**config.mk**
```make
export PLATFORM = sky130hd
export DESIGN_NAME = tcs_top
export DESIGN_NICKNAME = d
export VERILOG_FILES = /design/src/tcs_pkg.sv /design/src/tcs_ext_irq.sv /design/src/tcs_prescaler.sv /design/src/tcs_top.sv
export VERILOG_INCLUDE_DIRS = /design/src
export SDC_FILE = /design/constraint.sdc
export NUM_CORES = 1
export LEC_CHECK = 0
export ABC_CLOCK_PERIOD_IN_PS = 2700
export BUFFER_PORTS_ARGS = -buffer_cell sky130_fd_sc_hd__buf_2
export CAP_MARGIN = 5
export CORE_ASPECT_RATIO = 1.4
export CORE_MARGIN = 2
export CORE_UTILIZATION = 55
export DETAILED_ROUTE_END_ITERATION = 10
export PLACE_DENSITY = 0.86
export SKIP_CTS_REPAIR_TIMING = 1
export SLEW_MARGIN = 20
export SYNTH_ARGS = -nofsm -noshare
export SYNTH_HDL_FRONTEND = slang
export SYNTH_HIERARCHICAL = 1
export SYNTH_SLANG_ARGS = --single-unit
export TNS_END_PERCENT = 50
```
**constraint.sdc**
```tcl
create_clock -name ref_clk_i -period 2.7 [get_ports ref_clk_i]
set_input_delay 0.54 -clock ref_clk_i [delete_from_list [all_inputs] [get_ports ref_clk_i]]
set_output_delay 0.54 -clock ref_clk_i [all_outputs]
set_load 0.02 [all_outputs]
```
**src/tcs_cfg.svh**
```systemverilog
`ifndef TCS_CFG_SVH
`define TCS_CFG_SVH

// Register addresses on the special function register port
`define TCS_CTRL_ADDR        8'h88
`define TCS_CKSEL_A_ADDR     8'h8e
`define TCS_CKSEL_B_ADDR     8'ha6

// Reset values
`define TCS_CTRL_RESET       8'h00
`define TCS_CKSEL_A_RESET    8'h00
`define TCS_CKSEL_B_RESET    4'h0

// Control register field positions
`define TCS_T1_OVF_BIT       7
`define TCS_T1_RUN_BIT       6
`define TCS_T0_OVF_BIT       5
`define TCS_T0_RUN_BIT       4
`define TCS_EIRQ1_FLAG_BIT   3
`define TCS_EIRQ1_TYPE_BIT   2
`define TCS_EIRQ0_FLAG_BIT   1
`define TCS_EIRQ0_TYPE_BIT   0

// Clock select register A field positions
`define TCS_T3_UPPER_BIT     7
`define TCS_T3_LOWER_BIT     6
`define TCS_T2_UPPER_BIT     5
`define TCS_T2_LOWER_BIT     4
`define TCS_T1_SEL_BIT       3
`define TCS_T0_SEL_BIT       2
`define TCS_DIV_SEL_HI       1
`define TCS_DIV_SEL_LO       0

// Clock select register B field positions
`define TCS_T5_UPPER_BIT     3
`define TCS_T5_LOWER_BIT     2
`define TCS_T4_UPPER_BIT     1
`define TCS_T4_LOWER_BIT     0
`define TCS_CKSEL_B_WIDTH    4

// Prescaler division counts in system clocks
`define TCS_DIV12_COUNT      6'd12
`define TCS_DIV4_COUNT       6'd4
`define TCS_DIV48_COUNT      6'd48

`endif

```
**src/tcs_pkg.sv**
```systemverilog
package tcs_pkg;

    typedef enum logic [1:0] {
        TCS_DIV_12   = 2'h0,
        TCS_DIV_4    = 2'h1,
        TCS_DIV_48   = 2'h2,
        TCS_DIV_RSVD = 2'h3
    } tcs_div_sel_t;

    typedef struct packed {
        logic [5:0] count;
        logic       tick;
    } tcs_presc_state_t;

    typedef struct packed {
        logic active;
        logic flag;
    } tcs_eirq_state_t;

    typedef struct packed {
        logic       timer1_overflow_flag;
        logic       timer1_run_bit;
        logic       timer0_overflow_flag;
        logic       timer0_run_bit;
        logic       ext_irq1_type_sel;
        logic       ext_irq0_type_sel;
        logic [7:0] cksel_a;
        logic [3:0] cksel_b;
        logic       t0_tick;
        logic       t1_tick;
        logic [3:0] lower_tick;
        logic [3:0] upper_tick;
        logic       t0_count_en;
        logic       t1_count_en;
        logic [7:0] rdata;
    } tcs_top_state_t;

endpackage : tcs_pkg

```
**src/tcs_ext_irq.sv**
```systemverilog
`timescale 1ns/100ps

module tcs_ext_irq (
    input  wire logic ref_clk_i,
    input  wire logic reset_n_i,
    input  wire logic clk_en_i,
    input  wire logic pin_i,
    input  wire logic polarity_i,
    input  wire logic edge_mode_i,
    input  wire logic wr_en_i,
    input  wire logic wr_val_i,
    input  wire logic vector_i,
    output logic      flag_o,
    output logic      active_o
);
    import tcs_pkg::*;

    tcs_eirq_state_t q;
    tcs_eirq_state_t d;
    logic            level_now;
    logic            hit;

    always_comb begin
        // Polarity 1 means the pin is active high
        level_now = polarity_i ? pin_i : ~pin_i;
        hit       = edge_mode_i ? (level_now & ~q.active) : level_now;
        d         = q;
        d.active  = level_now;
        if (wr_en_i) begin
            d.flag = wr_val_i;
        end
        if (vector_i && edge_mode_i) begin
            d.flag = 1'b0;
        end
        // Detection beats a same-cycle clear
        if (hit) begin
            d.flag = 1'b1;
        end
    end

    always_ff @(posedge ref_clk_i or negedge reset_n_i) begin
        if (!reset_n_i) begin
            q <= '0;
        end else if (clk_en_i) begin
            q <= d;
        end
    end

    assign flag_o   = q.flag;
    assign active_o = q.active;

endmodule : tcs_ext_irq

```
**src/tcs_prescaler.sv**
```systemverilog
`timescale 1ns/100ps
`include "tcs_cfg.svh"

module tcs_prescaler #(
    parameter int COUNT_W = 6
) (
    input  wire logic                  ref_clk_i,
    input  wire logic                  reset_n_i,
    input  wire logic                  clk_en_i,
    input  wire tcs_pkg::tcs_div_sel_t div_sel_i,
    output logic                       tick_o
);
    import tcs_pkg::*;

    tcs_presc_state_t q;
    tcs_presc_state_t d;
    logic [5:0]       limit;

    always_comb begin
        unique case (div_sel_i)
            TCS_DIV_4:  limit = `TCS_DIV4_COUNT;
            TCS_DIV_48: limit = `TCS_DIV48_COUNT;
            default:    limit = `TCS_DIV12_COUNT;
        endcase
        d = q;
        // Compare with >= so a shorter ratio chosen mid-count wraps at once
        if (q.count >= limit - 6'd1) begin
            d.count = 6'h00;
            d.tick  = 1'b1;
        end else begin
            d.count = q.count + 6'd1;
            d.tick  = 1'b0;
        end
    end

    always_ff @(posedge ref_clk_i or negedge reset_n_i) begin
        if (!reset_n_i) begin
            q <= '0;
        end else if (clk_en_i) begin
            q <= d;
        end
    end

    assign tick_o = q.tick;

endmodule : tcs_prescaler

```
**src/tcs_top.sv**
```systemverilog
`timescale 1ns/100ps
`include "tcs_cfg.svh"

// Behaviour
// Timer2 upper byte clock select, split only
// Timer2 lower/whole timer clock select
// Timer3 upper and lower clock selects
// Timer4 clock selects in register B
// Timer5 clock selects in register B
// Timer1 uses system clock or prescaler
// Timer0 uses system clock or prescaler
// Counter mode ignores timer0/1 clock selects
// Prescaler divides by 12, 4, 48
// External flags set, cleared, auto-cleared edge
// Timer0 runs when run and gate permit
// Overflow flags set, cleared, auto-cleared on vector
// Type bit picks level or edge trigger
module tcs_top (
    input  wire logic       ref_clk_i,
    input  wire logic       reset_n_i,
    input  wire logic       clk_en_i,
    input  wire logic [7:0] sfr_addr_i,
    input  wire logic       sfr_wr_i,
    input  wire logic       sfr_rd_i,
    input  wire logic [7:0] sfr_wdata_i,
    output logic      [7:0] sfr_rdata_o,
    input  wire logic       timer0_counter_mode_i,
    input  wire logic       timer1_counter_mode_i,
    input  wire logic       timer0_pin_tick_i,
    input  wire logic       timer1_pin_tick_i,
    input  wire logic       timer0_gating_bit_i,
    input  wire logic       timer1_gating_bit_i,
    input  wire logic       ext_irq0_input_i,
    input  wire logic       ext_irq1_input_i,
    input  wire logic       ext_irq0_polarity_i,
    input  wire logic       ext_irq1_polarity_i,
    input  wire logic       timer0_overflow_i,
    input  wire logic       timer1_overflow_i,
    input  wire logic       timer0_vector_i,
    input  wire logic       timer1_vector_i,
    input  wire logic       ext_irq0_vector_i,
    input  wire logic       ext_irq1_vector_i,
    input  wire logic [3:0] split_mode_i,
    input  wire logic [3:0] alt_clk_tick_i,
    output logic            timer0_tick_o,
    output logic            timer1_tick_o,
    output logic      [3:0] lower_tick_o,
    output logic      [3:0] upper_tick_o,
    output logic            timer0_count_en_o,
    output logic            timer1_count_en_o,
    output logic            timer0_run_bit_o,
    output logic            timer1_run_bit_o,
    output logic            timer0_overflow_flag_o,
    output logic            timer1_overflow_flag_o,
    output logic            ext_irq0_flag_o,
    output logic            ext_irq1_flag_o,
    output logic            ext_irq0_type_sel_o,
    output logic            ext_irq1_type_sel_o
);
    import tcs_pkg::*;

    tcs_top_state_t q;
    tcs_top_state_t d;

    logic         wr_ctrl;
    logic         wr_cksel_a;
    logic         wr_cksel_b;
    logic         presc_tick;
    logic         ext_irq0_flag;
    logic         ext_irq1_flag;
    logic         ext_irq0_active;
    logic         ext_irq1_active;
    tcs_div_sel_t div_sel;
    logic         sel_lo;
    logic         sel_hi;

    // Index n is timer n+2; upper picks the split-mode upper byte select
    function automatic logic tcs_sel_bit(input logic [7:0] sel_a, input logic [3:0] sel_b,
                                         input int unsigned n, input logic upper);
        logic [7:0] packed_sel;
        packed_sel = {sel_b[`TCS_T5_UPPER_BIT], sel_b[`TCS_T5_LOWER_BIT],
                      sel_b[`TCS_T4_UPPER_BIT], sel_b[`TCS_T4_LOWER_BIT],
                      sel_a[`TCS_T3_UPPER_BIT], sel_a[`TCS_T3_LOWER_BIT],
                      sel_a[`TCS_T2_UPPER_BIT], sel_a[`TCS_T2_LOWER_BIT]};
        return packed_sel[3'(n * 2) + 3'(upper)];
    endfunction : tcs_sel_bit

    // Timer0/1 take the pin tick in counter mode, else pick between the system clock and the prescaler
    function automatic logic tcs_t01_tick(input logic counter_mode, input logic pin_tick,
                                          input logic sys_sel, input logic presc);
        logic t;
        if (counter_mode) begin
            t = pin_tick;
        end else if (sys_sel) begin
            t = 1'b1;
        end else begin
            t = presc;
        end
        return t;
    endfunction : tcs_t01_tick

    assign div_sel    = tcs_div_sel_t'(q.cksel_a[`TCS_DIV_SEL_HI:`TCS_DIV_SEL_LO]);
    assign wr_ctrl    = sfr_wr_i && (sfr_addr_i == `TCS_CTRL_ADDR);
    assign wr_cksel_a = sfr_wr_i && (sfr_addr_i == `TCS_CKSEL_A_ADDR);
    assign wr_cksel_b = sfr_wr_i && (sfr_addr_i == `TCS_CKSEL_B_ADDR);

    tcs_prescaler #(
        .COUNT_W (6)
    ) u_prescaler (
        .ref_clk_i (ref_clk_i),
        .reset_n_i (reset_n_i),
        .clk_en_i  (clk_en_i),
        .div_sel_i (div_sel),
        .tick_o    (presc_tick)
    );

    tcs_ext_irq u_ext_irq0 (
        .ref_clk_i   (ref_clk_i),
        .reset_n_i   (reset_n_i),
        .clk_en_i    (clk_en_i),
        .pin_i       (ext_irq0_input_i),
        .polarity_i  (ext_irq0_polarity_i),
        .edge_mode_i (q.ext_irq0_type_sel),
        .wr_en_i     (wr_ctrl),
        .wr_val_i    (sfr_wdata_i[`TCS_EIRQ0_FLAG_BIT]),
        .vector_i    (ext_irq0_vector_i),
        .flag_o      (ext_irq0_flag),
        .active_o    (ext_irq0_active)
    );

    tcs_ext_irq u_ext_irq1 (
        .ref_clk_i   (ref_clk_i),
        .reset_n_i   (reset_n_i),
        .clk_en_i    (clk_en_i),
        .pin_i       (ext_irq1_input_i),
        .polarity_i  (ext_irq1_polarity_i),
        .edge_mode_i (q.ext_irq1_type_sel),
        .wr_en_i     (wr_ctrl),
        .wr_val_i    (sfr_wdata_i[`TCS_EIRQ1_FLAG_BIT]),
        .vector_i    (ext_irq1_vector_i),
        .flag_o      (ext_irq1_flag),
        .active_o    (ext_irq1_active)
    );

    always_comb begin
        d      = q;
        sel_lo = 1'b0;
        sel_hi = 1'b0;

        // Register writes
        if (wr_ctrl) begin
            d.timer1_overflow_flag = sfr_wdata_i[`TCS_T1_OVF_BIT];
            d.timer1_run_bit       = sfr_wdata_i[`TCS_T1_RUN_BIT];
            d.timer0_overflow_flag = sfr_wdata_i[`TCS_T0_OVF_BIT];
            d.timer0_run_bit       = sfr_wdata_i[`TCS_T0_RUN_BIT];
            d.ext_irq1_type_sel    = sfr_wdata_i[`TCS_EIRQ1_TYPE_BIT];
            d.ext_irq0_type_sel    = sfr_wdata_i[`TCS_EIRQ0_TYPE_BIT];
        end
        if (wr_cksel_a) begin
            d.cksel_a = sfr_wdata_i;
        end
        // Reserved upper bits are not stored and read back as zero
        if (wr_cksel_b) begin
            d.cksel_b = sfr_wdata_i[`TCS_CKSEL_B_WIDTH-1:0];
        end

        // Overflow flags: vector entry clears, a new overflow still wins
        if (timer0_vector_i) begin
            d.timer0_overflow_flag = 1'b0;
        end
        if (timer0_overflow_i) begin
            d.timer0_overflow_flag = 1'b1;
        end
        if (timer1_vector_i) begin
            d.timer1_overflow_flag = 1'b0;
        end
        if (timer1_overflow_i) begin
            d.timer1_overflow_flag = 1'b1;
        end

        // Timer0/1 clocking; in counter mode the pin edge replaces the select
        d.t0_tick = tcs_t01_tick(timer0_counter_mode_i, timer0_pin_tick_i,
                                 q.cksel_a[`TCS_T0_SEL_BIT], presc_tick);
        d.t1_tick = tcs_t01_tick(timer1_counter_mode_i, timer1_pin_tick_i,
                                 q.cksel_a[`TCS_T1_SEL_BIT], presc_tick);

        // Timers 2 to 5: lower select drives the whole timer unless split
        for (int unsigned n = 0; n < 4; n++) begin
            sel_lo = tcs_sel_bit(q.cksel_a, q.cksel_b, n, 1'b0);
            sel_hi = tcs_sel_bit(q.cksel_a, q.cksel_b, n, 1'b1);
            d.lower_tick[n] = sel_lo | alt_clk_tick_i[n];
            if (split_mode_i[n]) begin
                d.upper_tick[n] = sel_hi | alt_clk_tick_i[n];
            end else begin
                d.upper_tick[n] = d.lower_tick[n];
            end
        end

        // Gate uses the registered active level, one cycle behind the pin
        d.t0_count_en = q.timer0_run_bit & (~timer0_gating_bit_i | ext_irq0_active);
        d.t1_count_en = q.timer1_run_bit & (~timer1_gating_bit_i | ext_irq1_active);

        // Read data is captured on the read strobe and held until the next one
        if (sfr_rd_i) begin
            unique case (sfr_addr_i)
                `TCS_CTRL_ADDR: begin
                    d.rdata = {q.timer1_overflow_flag, q.timer1_run_bit,
                               q.timer0_overflow_flag, q.timer0_run_bit,
                               ext_irq1_flag, q.ext_irq1_type_sel,
                               ext_irq0_flag, q.ext_irq0_type_sel};
                end
                `TCS_CKSEL_A_ADDR: begin
                    d.rdata = q.cksel_a;
                end
                `TCS_CKSEL_B_ADDR: begin
                    d.rdata = {4'h0, q.cksel_b};
                end
                default: begin
                    d.rdata = 8'h00;
                end
            endcase
        end
    end

    always_ff @(posedge ref_clk_i or negedge reset_n_i) begin
        if (!reset_n_i) begin
            q         <= '0;
            q.cksel_a <= `TCS_CKSEL_A_RESET;
            q.cksel_b <= `TCS_CKSEL_B_RESET;
        end else if (clk_en_i) begin
            q <= d;
        end
    end

    assign sfr_rdata_o            = q.rdata;
    assign timer0_tick_o          = q.t0_tick;
    assign timer1_tick_o          = q.t1_tick;
    assign lower_tick_o           = q.lower_tick;
    assign upper_tick_o           = q.upper_tick;
    assign timer0_count_en_o      = q.t0_count_en;
    assign timer1_count_en_o      = q.t1_count_en;
    assign timer0_run_bit_o       = q.timer0_run_bit;
    assign timer1_run_bit_o       = q.timer1_run_bit;
    assign timer0_overflow_flag_o = q.timer0_overflow_flag;
    assign timer1_overflow_flag_o = q.timer1_overflow_flag;
    assign ext_irq0_flag_o        = ext_irq0_flag;
    assign ext_irq1_flag_o        = ext_irq1_flag;
    assign ext_irq0_type_sel_o    = q.ext_irq0_type_sel;
    assign ext_irq1_type_sel_o    = q.ext_irq1_type_sel;

endmodule : tcs_top

```
==> impl_metrics.json, run 1 <==
{
  "run_status": "finished clean",
  "p_leak_nw": 1.44,
  "ir_drop_mv": 0.423,
  "syn-cell-area_um2": 2560,
  "final_cell_mix": "buf_2 (72), dfrtp_1 (49), nand2_1 (21)",
  "rrSetupSlack_ps": 1150,
  "pre_cts_ws_ps": 383,
  "max_slew_margin_pct": 60.3,
  "avgSynthCellArea_um2": 10.4,
  "drive_gt1_share_pct": 37.5,
  "fin_ws_ps": 686,
  "timing.rr.start": "div_sel[0]",
  "multi_input_area_um2": 1140,
  "synth_ff_type": "dfrtp_1",
  "place_congestion": 0.862,
  "start_util_pct": 56.9,
  "routed_wl_um": 5980,
  "area_growth_pct": 16.1,
  "worst_slew_pin_slew_ps": 593,
  "path_class": "input port to flip-flop",
  "grt_pass1_wl_um": 9330,
  "pin_count": 73,
  "ys_types": 46,
  "diodes": 0,
  "yosys_warnings": 6,
  "synth_nets": 296,
  "numPortBuffers": 72,
  "clk_latency_ps": 310,
  "drtIter0Drc": 91,
  "place_hpwl_um": 4520,
  "cts.root.buffer_cell": "clkbuf_8",
  "synth-seq-area-share_pct": 47.9,
  "rows": 29,
  "antenna_found_initial": 0,
  "ys_seq_elements": 49,
  "die_area_um2": 5220,
  "hp-class": "input port to asynchronous set/reset pin",
  "skew_ps": 8.93,
  "fin_nets": 356,
  "crit_fanout": 8,
  "n_fill_cell": 379,
  "cts_max_path_buffers": 2,
  "powerDensity_nw_per_um2": 575,
  "period_needed_ps": 2010,
  "worstSetupEndpointType": "flip-flop",
  "drt_pass1_iterations": 4,
  "die_h_um": 84.7,
  "postRouteAntennaNets": 0,
  "drt-vias-per-instance": 5.61,
  "setup_viol": 0,
  "routedWlPerCell_um": 16.2,
  "hold_viol": 0,
  "netlist_instances": 246,
  "rsz0062_at_grt": "no",
  "clkTransAtPathRegs_ps": 90,
  "synth_edf_count": 0,
  "coreArea_um2": 4500,
  "p_total_w": 0.00171,
  "grt_max_degree": 39,
  "required_ps": 2900,
  "finalCritPeriodShare_pct": 74.6,
  "vias": 2069,
  "seq_area_um2": 1230,
  "die_w_um": 61.7,
  "final_common_cell": "buf_2",
  "numCtsBuffers": 5,
  "drcViolationCount": 0,
  "r2r_cells": 6,
  "grt.total_usage_pct": 24.3,
  "cts.sinks": 49,
  "grt_pass1_vias": 2041,
  "cts_tree": "done",
  "drv_cap": 0,
  "cts_max_level": 2,
  "globalRoute.totalOverflow": 0,
  "synth-async-reset-ratio_pct": 100,
  "startpoint_type": "input port",
  "finalSetupTns_ps": 0,
  "slew_viol_final": 0,
  "fmax_mhz": 497,
  "rr_endpoint": "u_prescaler/tick_o",
  "arrival_ps": 2210
}
sequential cells by signal (all words and copies together), names as in the netlist:
register                cells
q                          10
sfr_rdata_o                 8
u_prescaler/q               6
lower_tick_o                4
upper_tick_o                4
div_sel                     2
ext_irq0_type_sel_o         1
ext_irq1_type_sel_o         1
timer0_count_en_o           1
timer0_overflow_flag_o      1
timer0_run_bit_o            1
timer0_tick_o               1
timer1_count_en_o           1
timer1_overflow_flag_o      1
timer1_run_bit_o            1
timer1_tick_o               1
u_ext_irq0/active_o         1
u_ext_irq0/flag_o           1
u_ext_irq1/active_o         1
u_ext_irq1/flag_o           1
u_prescaler/tick_o          1
Yosys cell counts (3+ instances only):
master	instances	area (um^2)
a211oi_1	4	30.0
a21oi_1	14	70.1
a22oi_1	8	60.1
buf_1	3	11.3
buf_2	3	15.0
buf_4	16	120
dfrtp_1	49	1230
ha_1	5	62.6
inv_1	10	37.5
mux2_2	18	203
mux2_4	3	45.0
nand2_1	21	78.8
nand2b_1	4	25.0
nand3_1	4	20.0
nand4_1	6	37.5
nor2_1	16	60.1
nor2b_1	8	50.1
o211ai_1	3	22.5
o211ai_2	3	37.5
o21ai_0	7	35.0
o21ai_1	7	35.0
o22ai_1	3	18.8
xnor2_1	3	26.3
critical path: stages:
cell	delay [ps]
buf_2	110
or4b_1	680
nor3_4	490
mux2_2	390
report_power, final:
part / total, W / internal, W / switching [W]
Combinational: 0.000381 / 0.000171 / 0.000209
Sequential: 0.000888 / 0.000810 / 0.0000780
Clock: 0.000442 / 0.000182 / 0.000260
Total: 0.00171 / 0.00116 / 0.000547
how the worst max path moves through the flow:
stage / start / end / slack, ps
floorplan: sfr_addr_i[0] / div_sel[0] / 690
global placement: sfr_addr_i[0] / q[26] / 450
detailed placement: sfr_addr_i[0] / q[30] / 380
CTS: sfr_addr_i[0] / q[30] / 700
global route: sfr_addr_i[0] / q[30] / 660
finish: sfr_addr_i[0] / div_sel[1] / 690
cells by family after synthesis:
kind of cell	share of synthesized area [%]
flip-flops	47.9
AO/OA/AOI/OAI	15.7
multiplexers	9.68
adder cells (fa/ha/maj)	2.44
XOR/XNOR	1.03
other	0.146
buffers and inverters	7.48
AND/OR/NAND/NOR	15.6
layer usage:
layer | track usage (%) | wire [um] | share of wire (%) | vias up
met5 | 0 | 0 | 0 | -
met1 | 27.8 | 2230 | 37 | 987
met4 | 11.4 | 240 | 4.0 | 0
met2 | 40.9 | 3170 | 53 | 78
li1 | - | - | - | 987
met3 | 5.86 | 340 | 5.7 | 17
final cells by class:
cell class / instances / share of cell area [%]
multi-input cells: 163 / 38.4
inverters: 10 / 1.26
clock inverters: 3 / 0.758
repair buffers: 77 / 13.4
well taps: 62 / 2.61
flip-flops and latches: 49 / 41.2
clock buffers: 5 / 2.31
stage by stage:
stage | cell area, um^2 | utilization, % | hold slack [ps] | std cells
after floorplan | 2560 | - | 244 | 246
after global placement | 2880 | 64.0 | 440 | 361
after detailed placement | 2880 | 64.0 | 450 | 361
after CTS | 2970 | 66.1 | 111 | 369
after global routing | 2970 | 66.1 | 115 | 369
final | 2970 | 66.1 | 106 | 369
Power figures use the tool's default switching activity.
==> inputs of run 2 (changes only) <==
--- a/config.mk
+++ b/config.mk
@@ -6,14 +6,14 @@
 export SDC_FILE = /design/constraint.sdc
 export NUM_CORES = 1
 export LEC_CHECK = 0
-export ABC_CLOCK_PERIOD_IN_PS = 2700
+export ABC_CLOCK_PERIOD_IN_PS = 1930
 export BUFFER_PORTS_ARGS = -buffer_cell sky130_fd_sc_hd__buf_2
 export CAP_MARGIN = 5
 export CORE_ASPECT_RATIO = 1.4
 export CORE_MARGIN = 2
-export CORE_UTILIZATION = 55
+export CORE_UTILIZATION = 52
 export DETAILED_ROUTE_END_ITERATION = 10
-export PLACE_DENSITY = 0.86
+export PLACE_DENSITY = 0.82
 export SKIP_CTS_REPAIR_TIMING = 1
 export SLEW_MARGIN = 20
 export SYNTH_ARGS = -nofsm -noshare
==> constraint.sdc (replaced) <==
create_clock -name ref_clk_i -period 1.93 [get_ports ref_clk_i]
set_input_delay 0.386 -clock ref_clk_i [delete_from_list [all_inputs] [get_ports ref_clk_i]]
set_output_delay 0.386 -clock ref_clk_i [all_outputs]
set_load 0.02 [all_outputs]
==> impl_metrics.json, run 2 (synthesis results as in run 1) <==
{
  "clkPwrFrac_pct": 32.7,
  "required_ps": 2120,
  "p_sw_w": 0.000747,
  "fmax_mhz": 558,
  "postRouteAntennaNets": 0,
  "coreArea_um2": 4800,
  "met1_usage_pct": 25.3,
  "final_common_cell": "buf_2",
  "clk_latency_ps": 300,
  "grt_pass1_wl_um": 9430,
  "ir_drop_mv": 0.531,
  "cts_max_level": 2,
  "path_class": "input port to flip-flop",
  "crit_slowest_cell": "or4b_1",
  "largest_reg_flops": 10,
  "cts.root.buffer_cell": "clkbuf_8",
  "drt_pass1_iterations": 4,
  "met3_usage_pct": 4.66,
  "multi_input_area_um2": 1140,
  "n_fill_cell": 402,
  "worstSetupEndpointType": "flip-flop",
  "drtIter0Drc": 137,
  "drv_cap": 0,
  "rows": 30,
  "p_comb_share_pct": 20.3,
  "period_needed_ps": 1790,
  "die_area_um2": 5510,
  "final_cell_mix": "buf_2 (72), dfrtp_1 (49), nand2_1 (21)",
  "p_total_w": 0.00265,
  "hp-class": "input port to asynchronous set/reset pin",
  "cts.sinks": 49,
  "startpoint_type": "input port",
  "hold_ws_ps": 170,
  "place_hpwl_um": 4310,
  "antenna_found_initial": 0,
  "grt_max_degree": 50,
  "worst-path-buf-inv": 1,
  "powerDensity_nw_per_um2": 857,
  "drive_gt1_share_pct": 39.2,
  "seq_area_um2": 1230,
  "grt_pass1_vias": 2071,
  "hold_viol": 0,
  "area_growth_pct": 20.7,
  "arrival_ps": 1980,
  "die_h_um": 87.0,
  "run_status": "finished clean",
  "fin_nets": 365,
  "globalRoute.totalOverflow": 0,
  "die_w_um": 63.3,
  "routedWlPerCell_um": 15.2,
  "internal-power_w": 0.00190,
  "finalCritPeriodShare_pct": 92.9,
  "pin_count": 73,
  "setup_viol": 0,
  "start_util_pct": 53.3,
  "p_leak_nw": 1.52,
  "drt-vias-per-instance": 5.42,
  "numPortBuffers": 72,
  "numCtsBuffers": 5,
  "largest-register": "q",
  "place_congestion": 0.803,
  "critPathTopFamily": "simple AND/OR/NAND/NOR gates",
  "rsz0062_at_grt": "no",
  "cp_slowest_stage_delay_ps": 670,
  "max_slew_margin_pct": 60.2,
  "routed_wl_um": 5760,
  "use_met2_pct": 40.5,
  "drcViolationCount": 0,
  "crit_path_cell_trace": "buf_2, or4b_1, nor3b_2, mux2_2",
  "netSwitchingFraction_pct": 28.2,
  "grt.busiest_layer": "met2",
  "skew_ps": 3.74,
  "worst_slew_pin_slew_ps": 597,
  "seq_power_share_pct": 47.0,
  "crit_fanout": 5,
  "cts_max_path_buffers": 2,
  "diodes": 0,
  "clkTransAtPathRegs_ps": 90,
  "vias": 2058,
  "cts_tree": "done",
  "slew_viol_final": 0,
  "grt.total_usage_pct": 22.0
}
run 2: cell types whose count changed in the layout (fill, tap and decap cells not counted):
cell        before  now
buf_4            5   14
clkinvlp_4       3    0
bufinv_16        0    2
inv_6            0    1
run 2: stage by stage:
step	cell area (um^2)	util [%]	TNS, ps	instances	setup WS [ps]
after floorplan	2560	-	0	246	69.0
after global placement	2950	61.4	-1460	372	-90.0
after global routing	3090	64.3	0	380	138
after CTS	3090	64.3	0	380	138
final	3090	64.3	0	380	138
after detailed placement	2950	61.4	-2050	372	-156
run 2: power groups by stage:
stage                     sequential [W]  combinational (W)  clock (W)
after floorplan                  0.00126           0.000348          0
after global placement           0.00125           0.000523          0
after detailed placement         0.00126           0.000538          0
after CTS                        0.00124           0.000542   0.000875
after global routing             0.00126           0.000593   0.000931
final                            0.00124           0.000537   0.000866
run 2: routing by layer:
layer  part of all wire [%]  wire length [um]  vias to the layer above
li1                       -                 -                      997
met1                     40              2290                      989
met2                     55              3140                       65
met3                    4.4               255                        7
met4                    1.2                68                        0
met5                      0                 0                        -
run 2: worst reg2reg max path, delay by kind of cell (launching register included):
kind | cells | cell delay [ps]
adders and majority gates | 1 | 270
and+or+nand+nor | 1 | 180
DFF | 1 | 410
AOI/OAI and AO/OA | 2 | 340
muxes | 1 | 280
run 2: area by class of cell:
class | instances | share of cell area (%)
sequential | 49 | 39.7
multi-input combinational | 163 | 37.0
timing repair buffer | 86 | 15.1
tap | 64 | 2.59
clock buffer | 5 | 2.23
clock inverter | 3 | 2.23
inverter | 10 | 1.22
run 2: worst paths after layout:
kind                            slack [ps]  cells past startpoint         startpoint                endpoint
worst max-delay path                   140                      4      sfr_addr_i[0]                   q[22]
worst min-delay path                   170                      2          reset_n_i  timer0_overflow_flag_o
worst max register to register         330                      5         div_sel[0]      u_prescaler/tick_o
worst min register to register         500                      2     sfr_rdata_o[7]          sfr_rdata_o[7]
max in group asynchronous             1360                      2          reset_n_i          sfr_rdata_o[3]
min in group ref_clk_i                 320                      3  timer0_overflow_i  timer0_overflow_flag_o
